===== src/include/tcr_pkg.sv =====
// constants shared by the two-wire control register block
`default_nettype none
package tcr_pkg;
  // register indices; the byte address is four times the index
  localparam logic [11:0] TCR_IDX_DATA   = 12'hF50;
  localparam logic [11:0] TCR_IDX_STATUS = 12'hF51;
  localparam logic [11:0] TCR_IDX_CTRL   = 12'hF52;
  localparam logic [11:0] TCR_IDX_BRH    = 12'hF53;
  localparam logic [11:0] TCR_IDX_BRL    = 12'hF54;
  localparam int TCR_ADDR_W = 16;
  // control field positions
  localparam int TCR_CTL_EN    = 7;
  localparam int TCR_CTL_START = 6;
  localparam int TCR_CTL_STOP  = 5;
  localparam int TCR_CTL_BAUD_TIMER_IRQ_REQUEST  = 4;
  localparam int TCR_CTL_TXI   = 3;
  localparam int TCR_CTL_NAK   = 2;
  localparam int TCR_CTL_FLUSH = 1;
  localparam int TCR_CTL_FILT  = 0;
  // status field positions
  localparam int TCR_ST_TX_HOLDING_EMPTY_FLAG   = 7;
  localparam int TCR_ST_ARBITRATION_LOST_FLAG = 2;
  // reset values
  localparam logic [7:0]  TCR_CTRL_RST = 8'h00;
  localparam logic [7:0]  TCR_DATA_RST = 8'h00;
  localparam logic [15:0] TCR_BRG_RST  = 16'hFFFF;
  localparam logic        TCR_TX_HOLDING_EMPTY_FLAG_RST = 1'b1;
  // spike filter shift stages; the filtered pins lag one system clock more
  localparam int TCR_FILT_LAT = 3;
  // mode of the baud generator
  typedef enum logic [1:0] {TCR_BAUD_IDLE, TCR_BAUD_LINK, TCR_BAUD_TIMER} tcr_baud_e;
endpackage : tcr_pkg
`default_nettype wire


===== src/logic/tcr_control.sv =====
// control register, data holding, baud timer and input filters of the two-wire controller
// ----------------------------------------------------------------
// Summary of operation
// ----------------------------------------------------------------
// Summary of operation
// - control bit 7 switches the shift engine on or off; filters and the bit 4 timer still run while off
// - request bits take a written 1 only while enabled; a written 0 is ignored
// - start bit 6 makes master send start, then clears; disable clears it
// - start goes out only once a byte is held in data or shift register
// - start during a byte shift becomes a restart after byte and acknowledge
// - with start and stop both pending, stop goes first, then start
// - start written during a slave transaction clears and sets arbitration lost
// - stop bit 5 makes master stop after current byte sent or received
// - stop clears after the stop condition is sent, or on disable
// - stop set during a slave transaction is cleared by hardware
// - baud timer request bit 4 has no effect while enabled
// - disabled with bit 4 set, baud generator runs free, pulsing at count one
// - bit 3 gates the empty data register onto the interrupt request
// - bit 2 makes the next received byte answered with not-acknowledge
// - not-acknowledge request clears once sent, or on disable
// - writing 1 to bit 1 empties data register and sets the empty flag
// - flush bit is write only and reads as zero
// - bit 0 filters sda and scl, rejecting pulses under two clocks
// - enabled filters delay sda and scl by exactly four clocks
// - arbitration lost flag clears when the status register is read
// - empty flag clears when software writes a new data byte
`default_nettype none
module tcr_control #(
  parameter int FILT_LAT = tcr_pkg::TCR_FILT_LAT
) (
  // clock and reset
  input  wire logic                          clk_sys,
  input  wire logic                          nrst,
  // apb slave
  input  wire logic                          psel,
  input  wire logic                          penable,
  input  wire logic                          pwrite,
  input  wire logic [tcr_pkg::TCR_ADDR_W-1:0] paddr,
  input  wire logic [31:0]                   pwdata,
  output logic      [31:0]                   prdata,
  output logic                               pready,
  output logic                               pslverr,
  // bus pins, input side
  input  wire logic                          sda_in,
  input  wire logic                          scl_in,
  output logic                               sda_filt,
  output logic                               scl_filt,
  // shift engine status
  input  wire logic                          eng_master,
  input  wire logic                          eng_slave_busy,
  input  wire logic                          eng_byte_busy,
  input  wire logic                          eng_shift_full,
  input  wire logic                          eng_byte_take,
  input  wire logic                          eng_start_done,
  input  wire logic                          eng_stop_done,
  input  wire logic                          eng_nak_done,
  input  wire logic                          eng_arb_lost,
  // requests to the shift engine
  output logic                               controller_enable,
  output logic                               start_go,
  output logic                               stop_go,
  output logic                               nak_request,
  output logic      [7:0]                    twi_data_byte,
  output logic                               tx_holding_empty_flag,
  output logic                               baud_tick,
  output logic      [15:0]                   baud_count,
  output logic                               irq_request
);
  import tcr_pkg::*;

  // ----------------------------------------------------------------
  // apb decode
  // ----------------------------------------------------------------
  function automatic logic hit(input logic [TCR_ADDR_W-1:0] a, input logic [11:0] idx);
    hit = (a == {2'b00, idx, 2'b00});
  endfunction : hit

  logic acc;
  logic hit_data;
  logic hit_stat;
  logic hit_ctrl;
  logic hit_brh;
  logic hit_brl;
  logic mapped;
  logic wr_data;
  logic wr_ctrl;
  logic rd_stat;

  assign acc      = psel && penable;
  assign hit_data = hit(paddr, TCR_IDX_DATA);
  assign hit_stat = hit(paddr, TCR_IDX_STATUS);
  assign hit_ctrl = hit(paddr, TCR_IDX_CTRL);
  assign hit_brh  = hit(paddr, TCR_IDX_BRH);
  assign hit_brl  = hit(paddr, TCR_IDX_BRL);
  assign mapped   = hit_data || hit_stat || hit_ctrl || hit_brh || hit_brl;
  assign wr_data  = acc && pwrite && hit_data;
  assign wr_ctrl  = acc && pwrite && hit_ctrl;
  assign rd_stat  = acc && !pwrite && hit_stat;
  // zero wait states; unmapped access errors and writes nothing
  assign pready   = 1'b1;
  assign pslverr  = acc && !mapped;

  // ----------------------------------------------------------------
  // control register
  // ----------------------------------------------------------------
  logic en_q;
  logic start_q;
  logic stop_q;
  logic baud_timer_irq_request_q;
  logic txi_q;
  logic nak_q;
  logic filt_q;
  logic arb_q;
  logic tx_holding_empty_flag_q;
  logic [7:0] data_q;
  logic [15:0] brg_q;
  logic start_set;
  logic start_clash;
  logic flush;

  // a set needs the enable already on, so one write cannot enable and request
  assign start_set   = wr_ctrl && pwdata[TCR_CTL_START] && en_q;
  assign start_clash = start_set && eng_slave_busy;
  assign flush       = wr_ctrl && pwdata[TCR_CTL_FLUSH];

  always_ff @(posedge clk_sys or negedge nrst) begin
    if (!nrst) begin
      en_q   <= TCR_CTRL_RST[TCR_CTL_EN];
      baud_timer_irq_request_q <= TCR_CTRL_RST[TCR_CTL_BAUD_TIMER_IRQ_REQUEST];
      txi_q  <= TCR_CTRL_RST[TCR_CTL_TXI];
      filt_q <= TCR_CTRL_RST[TCR_CTL_FILT];
    end else if (wr_ctrl) begin
      en_q   <= pwdata[TCR_CTL_EN];
      baud_timer_irq_request_q <= pwdata[TCR_CTL_BAUD_TIMER_IRQ_REQUEST];
      txi_q  <= pwdata[TCR_CTL_TXI];
      filt_q <= pwdata[TCR_CTL_FILT];
    end
  end

  // a new request wins over the engine's done pulse in the same cycle
  always_ff @(posedge clk_sys or negedge nrst) begin
    if (!nrst) begin
      start_q <= TCR_CTRL_RST[TCR_CTL_START];
    end else if (!en_q || start_clash) begin
      start_q <= 1'b0;
    end else if (start_set) begin
      start_q <= 1'b1;
    end else if (eng_start_done) begin
      start_q <= 1'b0;
    end
  end

  always_ff @(posedge clk_sys or negedge nrst) begin
    if (!nrst) begin
      stop_q <= TCR_CTRL_RST[TCR_CTL_STOP];
    end else if (!en_q || eng_slave_busy) begin
      stop_q <= 1'b0;
    end else if (wr_ctrl && pwdata[TCR_CTL_STOP]) begin
      stop_q <= 1'b1;
    end else if (eng_stop_done) begin
      stop_q <= 1'b0;
    end
  end

  always_ff @(posedge clk_sys or negedge nrst) begin
    if (!nrst) begin
      nak_q <= TCR_CTRL_RST[TCR_CTL_NAK];
    end else if (!en_q) begin
      nak_q <= 1'b0;
    end else if (wr_ctrl && pwdata[TCR_CTL_NAK]) begin
      nak_q <= 1'b1;
    end else if (eng_nak_done) begin
      nak_q <= 1'b0;
    end
  end

  // ----------------------------------------------------------------
  // status flags and data holding register
  // ----------------------------------------------------------------
  always_ff @(posedge clk_sys or negedge nrst) begin
    if (!nrst) begin
      arb_q <= 1'b0;
    end else if (eng_arb_lost || start_clash) begin
      arb_q <= 1'b1;
    end else if (rd_stat) begin
      arb_q <= 1'b0;
    end
  end

  // a data write in the take cycle holds a fresh byte, so it leaves the flag low
  always_ff @(posedge clk_sys or negedge nrst) begin
    if (!nrst) begin
      tx_holding_empty_flag_q <= TCR_TX_HOLDING_EMPTY_FLAG_RST;
      data_q <= TCR_DATA_RST;
    end else if (flush) begin
      tx_holding_empty_flag_q <= 1'b1;
      data_q <= TCR_DATA_RST;
    end else if (wr_data) begin
      tx_holding_empty_flag_q <= 1'b0;
      data_q <= pwdata[7:0];
    end else if (eng_byte_take) begin
      tx_holding_empty_flag_q <= 1'b1;
    end
  end

  always_ff @(posedge clk_sys or negedge nrst) begin
    if (!nrst) begin
      brg_q <= TCR_BRG_RST;
    end else if (acc && pwrite && hit_brh) begin
      brg_q <= {pwdata[7:0], brg_q[7:0]};
    end else if (acc && pwrite && hit_brl) begin
      brg_q <= {brg_q[15:8], pwdata[7:0]};
    end
  end

  // ----------------------------------------------------------------
  // requests to the engine
  // ----------------------------------------------------------------
  logic byte_held;
  assign byte_held = !tx_holding_empty_flag_q || eng_shift_full;
  // stop drains first; a start waits for the byte and its acknowledge
  assign start_go    = start_q && eng_master && byte_held
                       && !stop_q && !eng_byte_busy;
  assign stop_go     = stop_q && eng_master && !eng_byte_busy;
  assign nak_request = nak_q;
  assign controller_enable     = en_q;
  assign twi_data_byte         = data_q;
  assign tx_holding_empty_flag = tx_holding_empty_flag_q;

  // ----------------------------------------------------------------
  // baud generator
  // ----------------------------------------------------------------
  tcr_baud_e mode;
  logic [15:0] cnt_q;
  logic tick_q;

  always_comb begin
    case ({en_q, baud_timer_irq_request_q})
      2'b10, 2'b11: mode = TCR_BAUD_LINK;
      2'b01:        mode = TCR_BAUD_TIMER;
      default:      mode = TCR_BAUD_IDLE;
    endcase
  end

  // a reload of zero counts the full 65536 states
  always_ff @(posedge clk_sys or negedge nrst) begin
    if (!nrst) begin
      cnt_q  <= TCR_BRG_RST;
      tick_q <= 1'b0;
    end else if (mode == TCR_BAUD_IDLE) begin
      cnt_q  <= brg_q;
      tick_q <= 1'b0;
    end else if (cnt_q == 16'h0001) begin
      cnt_q  <= brg_q;
      tick_q <= 1'b1;
    end else begin
      cnt_q  <= cnt_q - 16'h0001;
      tick_q <= 1'b0;
    end
  end

  assign baud_tick  = tick_q;
  assign baud_count = cnt_q;
  assign irq_request = (txi_q && tx_holding_empty_flag_q && en_q)
                       || (tick_q && mode == TCR_BAUD_TIMER)
                       || arb_q;

  // ----------------------------------------------------------------
  // input synchronisers and spike filters
  // ----------------------------------------------------------------
  logic [1:0] pin_in;
  logic [1:0] pin_out;
  assign pin_in   = {scl_in, sda_in};
  assign sda_filt = pin_out[0];
  assign scl_filt = pin_out[1];

  for (genvar g = 0; g < 2; g++) begin : g_filt
    logic [FILT_LAT-1:0] sh_q;
    logic                out_q;
    always_ff @(posedge clk_sys or negedge nrst) begin
      if (!nrst) begin
        sh_q <= '1;
      end else begin
        sh_q <= {sh_q[FILT_LAT-2:0], pin_in[g]};
      end
    end
    // filtered path takes a level only once the last two stages agree
    always_ff @(posedge clk_sys or negedge nrst) begin
      if (!nrst) begin
        out_q <= 1'b1;
      end else if (!filt_q) begin
        out_q <= sh_q[FILT_LAT-1];
      end else if (sh_q[FILT_LAT-1] == sh_q[FILT_LAT-2]) begin
        out_q <= sh_q[FILT_LAT-1];
      end
    end
    assign pin_out[g] = out_q;
  end

  // ----------------------------------------------------------------
  // read mux
  // ----------------------------------------------------------------
  logic [7:0] ctrl_rd;
  logic [7:0] stat_rd;
  assign ctrl_rd = {en_q, start_q, stop_q, baud_timer_irq_request_q, txi_q, nak_q, 1'b0, filt_q};
  assign stat_rd = {tx_holding_empty_flag_q, 4'h0, arb_q, 2'h0};

  always_comb begin
    prdata = 32'h0000_0000;
    if (acc && !pwrite) begin
      if (hit_data) prdata[7:0] = data_q;
      if (hit_stat) prdata[7:0] = stat_rd;
      if (hit_ctrl) prdata[7:0] = ctrl_rd;
      if (hit_brh)  prdata[7:0] = brg_q[15:8];
      if (hit_brl)  prdata[7:0] = brg_q[7:0];
    end
  end
endmodule : tcr_control
`default_nettype wire


===== config.mk =====
export PLATFORM = sky130hd
export DESIGN_NAME = tcr_control
export DESIGN_NICKNAME = d
export VERILOG_FILES = /design/src/include/tcr_pkg.sv /design/src/logic/tcr_control.sv
export SDC_FILE = /design/constraint.sdc
export NUM_CORES = 1
export LEC_CHECK = 0
export BUFFER_PORTS_ARGS = -buffer_cell sky130_fd_sc_hd__buf_4
export CELL_PAD_IN_SITES_DETAIL_PLACEMENT = 2
export CELL_PAD_IN_SITES_GLOBAL_PLACEMENT = 2
export CORE_MARGIN = 2
export CORE_UTILIZATION = 28
export DETAILED_ROUTE_END_ITERATION = 7
export GPL_ROUTABILITY_DRIVEN = 0
export HOLD_SLACK_MARGIN = 0.1
export PLACE_DENSITY_LB_ADDON = 0.1
export SYNTH_ARGS = -nofsm -noshare
export SYNTH_HDL_FRONTEND = slang
export SYNTH_SLANG_ARGS = --single-unit

===== constraint.sdc =====
create_clock -name clk_sys -period 3.75 [get_ports clk_sys]
set_input_delay 0.9375 -clock clk_sys [delete_from_list [all_inputs] [get_ports clk_sys]]
set_output_delay 0.9375 -clock clk_sys [all_outputs]
set_load 0.02 [all_outputs]

== Yosys cells after proc, flatten, opt, wreduce, memory -nomap -nowiden ==
Index checks and enable logic that the tools add are counted.

* Bits of input ports: 64
* Register bits: 58
* Logic and storage cells: 116
* Output and inout port bits: 67

* Reduce and logical (&&, ||, !) cells: 48
* Add/subtract/negate cells: 1
* Multiplexer cells: 33
* Bitwise gates (word level): 1
* Equality and inequality tests: 15

{| class="wikitable"
|+ Operators with widths
! cell !! number
|-
| equality test 16 x 14 -> 1 bit (second input constant) || 5
|-
| two-way mux 8 bit || 9
|-
| two-way mux 16 bit || 3
|-
| logical AND 1 bit || 24
|-
| two-way mux 1 bit || 20
|-
| equality test 16 x 1 -> 1 bit (second input constant) || 1
|-
| subtractor 16 x 1 -> 16 bit (second input constant) || 1
|-
| logical OR 1 bit || 10
|-
| nonzero test 3 bit || 3
|-
| equality test 2 bit (second input constant) || 3
|-
| zero test 1 bit || 6
|-
| != test 2 x 1 -> 1 bit (second input constant) || 2
|-
| case mux 2 bit (2 select lines) || 1
|-
| nonzero test 2 bit || 2
|-
| != test 3 x 2 -> 1 bit (second input constant) || 1
|-
| equality test 1 bit || 2
|-
| equality test 2 x 1 -> 1 bit (second input constant) || 1
|-
| zero test 2 bit || 1
|-
| AND reduction 2 bit || 1
|-
| OR reduction 2 bit || 1
|-
| inverter 1 bit || 1
|}

== Logic depth before layout (Yosys ltp) ==
* Depth after elaboration: 8
* Mapped depth: 8
* Mapped depth without buffers: 6

== Least setup slack after synthesis ==
Ideal clock, no wire load.

* Kind: input to output
* Start point: input paddr[1] in the netlist's numbering
* End point: output prdata[1]
* Path buffers: 1
* Path slack: 0.195 ns
* Data required time: 2.812 ns
* Arrival: 2.618 ns
* Stages on the path: 6
* Path through: or4_4 nor4_4 buf_6 and4_1 a32oi_1 nor3_1

* Word-level cells in the longest chain between the ends: 7
* Elaborated cells between the ends (all ways): 11
* Classes of those cells: 5 x eq/ne; 6 x mux

{| class="wikitable"
|+ Ends and longest elaborated chain
! what !! RTL line !! RTL
|-
| from (decl) || tcr_control.sv:38 || <nowiki>input wire logic [tcr_pkg::TCR_ADDR_W-1:0] paddr,</nowiki>
|-
| equality test 16 x 14 -> 1 bit || tcr_control.sv:75 || <nowiki>hit = (a == {2'b00, idx, 2'b00});</nowiki>
|-
| two-way mux 8 bit || tcr_control.sv:311 || <nowiki>if (hit_data) prdata[7:0] = data_q;</nowiki>
|-
| two-way mux 8 bit || tcr_control.sv:312 || <nowiki>if (hit_stat) prdata[7:0] = stat_rd;</nowiki>
|-
| two-way mux 8 bit || tcr_control.sv:313 || <nowiki>if (hit_ctrl) prdata[7:0] = ctrl_rd;</nowiki>
|-
| two-way mux 8 bit || tcr_control.sv:314 || <nowiki>if (hit_brh) prdata[7:0] = brg_q[15:8];</nowiki>
|-
| two-way mux 8 bit * || tcr_control.sv:315 || <nowiki>if (hit_brl) prdata[7:0] = brg_q[7:0];</nowiki>
|-
| two-way mux 8 bit * || tcr_control.sv:310 || <nowiki>if (acc && !pwrite) begin</nowiki>
|-
| to (decl) || tcr_control.sv:40 || <nowiki>output logic [31:0] prdata,</nowiki>
|}

Every way passes the cells marked *; elsewhere a longest branch is shown, timed or not.

== Worst setup path in the final report ==
* Start point: input paddr[1] in the netlist's numbering
* End point: output prdata[7]

The elaborated chain is that of the path after synthesis.

==> results.md <==
* Synth Instances at 331
* Slew Limit Fails at 0
* CP Capture Type: output pin
* CTS tree: yes
* Syn_area_per_cell at slightly below 10 sq um
* Status: complete, no violations
* Total Nets Final at ~480
* First drt pass iteration count at 4
* P&R area growth vs syn at 29.8%
* CP max stage cell: or4_4
* GRT overflow at 0
* Crit-path leading delay family: simple AND/OR/NAND/NOR gates
* CP required at about 2.8 ns
* Vias at roughly 2600
* DR DRC count at 0
* Placed cell count at 541
* Tot GR Track Use at 16.5%
* Row count at 39
* Postcts setup bufs at 0
* Worst Tran Pin Value at 0.777 ns
* Met3 Use GR at 3.10%
* Initial Utilization at 28.5%
* CTS max path bufs at 2
* Largest net degree at the start of global routing at 59
* Vias in the first global route at 2847
* Post-CTS Hold Buffers at 0
* Worst hold path type: reg -> reg
* Cts bufs inserted at 9
* Ys Warns at 0
* Final WL at 9770 um
* Final WS setup at 0.150 ns
* Antenna violations before repair at 0
* Sequential area share after synthesis at 46.4%
* Die Ht at 112 um
* Global-route wire length before repair at 15900 um
* Critical Path, Cell by Cell: buf_4 -> or4_4 -> nor4_4 -> nand3_1 -> nor3_1 -> buf_4
* GR peak layer: met2
* Rel. slew slack at 48.2%
* Clock sinks at 58
* R2R setup slack at 1.49 ns
* Ys flop type: dfstp_2
* Clock Latency Late Sink at 0.33 ns
* M2 GR Usage at between 20% and 30%
* Synth top area share at 33.3%
* Via/cell ratio at 4.75
* Top post-synthesis cells by area: dfstp_2, dfrtp_1, mux2_2, buf_4, nor2_1
* Die Area at 0.0124 sq mm
* Mapped cell area at 0.00324 sq mm
* FFs w/ async S/R, synth at 100%
* Antenna cells at 0
* Final hold violations at 0
* EDFF count, synth at 0
* Place WS at 0.0893 ns
* Clk pin slew, worst setup/hold paths at 0.05 ns
* Most frequent cells in the layout: buf_4, nor2_1, dfstp_2
* Pwr dens at 399 mW/mm^2
* Slowest cell delay on critical path at 0.53 ns
* Post-Layout Cell Count at 557
* FMAX at about 0.28 GHz
* Post_cts resized at 0
* H-Tree Depth at 3
* Die W at 112 um
* Clock root buffer: clkbuf_16
* Post-DP HPWL at 7280 um
* Port bufs at 81
* Core Box Area at 0.0114 sq mm
* Layout cells sized above 1 at 41.8%
* Critical path type: in -> out
* Minimum clock period at 3.60 ns
* Commonest non-fill, non-tap cell in the layout: buf_4
* Netlist cell types at 47
* Final setup viols at 0
* 1st-iter DRT viols at 89
* Max_cap viols at 0
* Startpoint Class: input port
* CP Max Fanout at 6
* Period utilization at between 90% and 100%
* Critical Path AT at 2.66 ns
* Post-route ant nets at 0
* Buf/Inv on CP at 2
* # fillers at roughly 1300
* M1 GR Usage at 22.0%
* FF+latch count, synth at between 50 and 60
* Skew final at between 0.008 and 0.009 ns
* I/O pin cnt at 131
* WL per Instance at 17.5 um
* Leakage power at 0.00195 uW
* Setup TNS at 0 ns
* Max IR drop VDD at 159 uV
* Unrepaired setup endpoints after global routing: false
* Top cell type by total area after synthesis: dfstp_2
* Most used cell, CP: buf_4
-- registers in the layout, indices dropped and copies added (netlist names), 6 cells and up --
register and flops:
twi_data_byte 8, g_filt.sh_q 6, baud_count 16, brg_q 16
-- power breakdown --
part	switching (uW)	total (uW)	leakage (uW)	internal, uW
combinational	75.0	117	0.00113	41.7
sequential	2.55	639	0.000657	637
clock	302	920	0.000163	618
-- area by class of cell --
type	count	area [sq um]	area share, %
inverters	4	15.0	0.357
clock buffers	12	256	6.10
clock inverters	4	73.8	1.76
flip-flops and latches	58	1500	35.8
well taps	143	179	4.26
repair buffers	84	631	15.0
multi-input cells	252	1540	36.7
-- synth_stat cells, drive strengths merged, types with 5 or more instances --
library cell	instances
nand3	11
o21ai	21
nor3	13
xor2	7
a21oi	22
nand4	5
clkbuf	7
buf	33
and3	5
xnor2	7
nand2	22
mux2	22
dfstp	41
nor2	51
dfrtp	17
o221ai	5
-- worst reg2reg max path: cells and delay by family, from the launching register on --
| family | cells | cell delay, ns |
|---|---|---|
| muxes | 1 | 0.35 |
| buffers and inverters | 2 | 0.41 |
| and+or+nand+nor | 1 | 0.16 |
| adders and majority gates | 1 | 0.18 |
| DFF | 1 | 0.55 |
| AOI/OAI and AO/OA | 1 | 0.55 |
-- worst paths after layout --
check                                                 start                      endpoint  depth (start not counted)
min in group asynchronous                              nrst           baud_tick$_DFF_PN0_                          1
max in group asynchronous                              nrst  twi_data_byte[7]$_DFFE_PN0P_                          1
worst max register to register      baud_count[1]$_DFF_PN1_       baud_count[0]$_DFF_PN1_                          6
worst min register to register  g_filt[1].sh_q[0]$_DFF_PN1_   g_filt[1].sh_q[1]$_DFF_PN1_                          0
worst min-delay path            g_filt[1].sh_q[0]$_DFF_PN1_   g_filt[1].sh_q[1]$_DFF_PN1_                          0
worst max-delay path                               paddr[1]                     prdata[7]                          6
-- stage by stage --
stage	utilization (%)	instance area [sq um]	hold WS, ns	total power [uW]
finish	37.0	4200	0.353	1680
floorplan	-	3320	0.345	723
detailed placement	34.0	3870	0.347	767
global route	37.0	4200	0.362	1740
CTS	37.0	4200	0.355	1700
global placement	34.0	3870	0.346	765
-- metal layers --
layer / part of all wire [%] / vias up
met3: 4.7 / 10
li1: - / 1263
met1: 45 / 1305
met4: 1.5 / 0
met5: 0 / -
met2: 48 / 65
-- logic make-up (layout without fill, tap and decap cells) --
family,after synthesis,count (layout),share of synthesized area [%]
buffers and inverters,44,104,8.74
other,2,25,0.232
AOI/OAI and AO/OA,54,54,9.47
DFF,58,58,46.4
and+or+nand+nor,133,133,22.3
adders and majority gates,2,2,0.773
xor gates and xnor gates,14,14,3.79
muxes,24,24,8.27
Note: power is estimated with default switching activity, not from simulation.
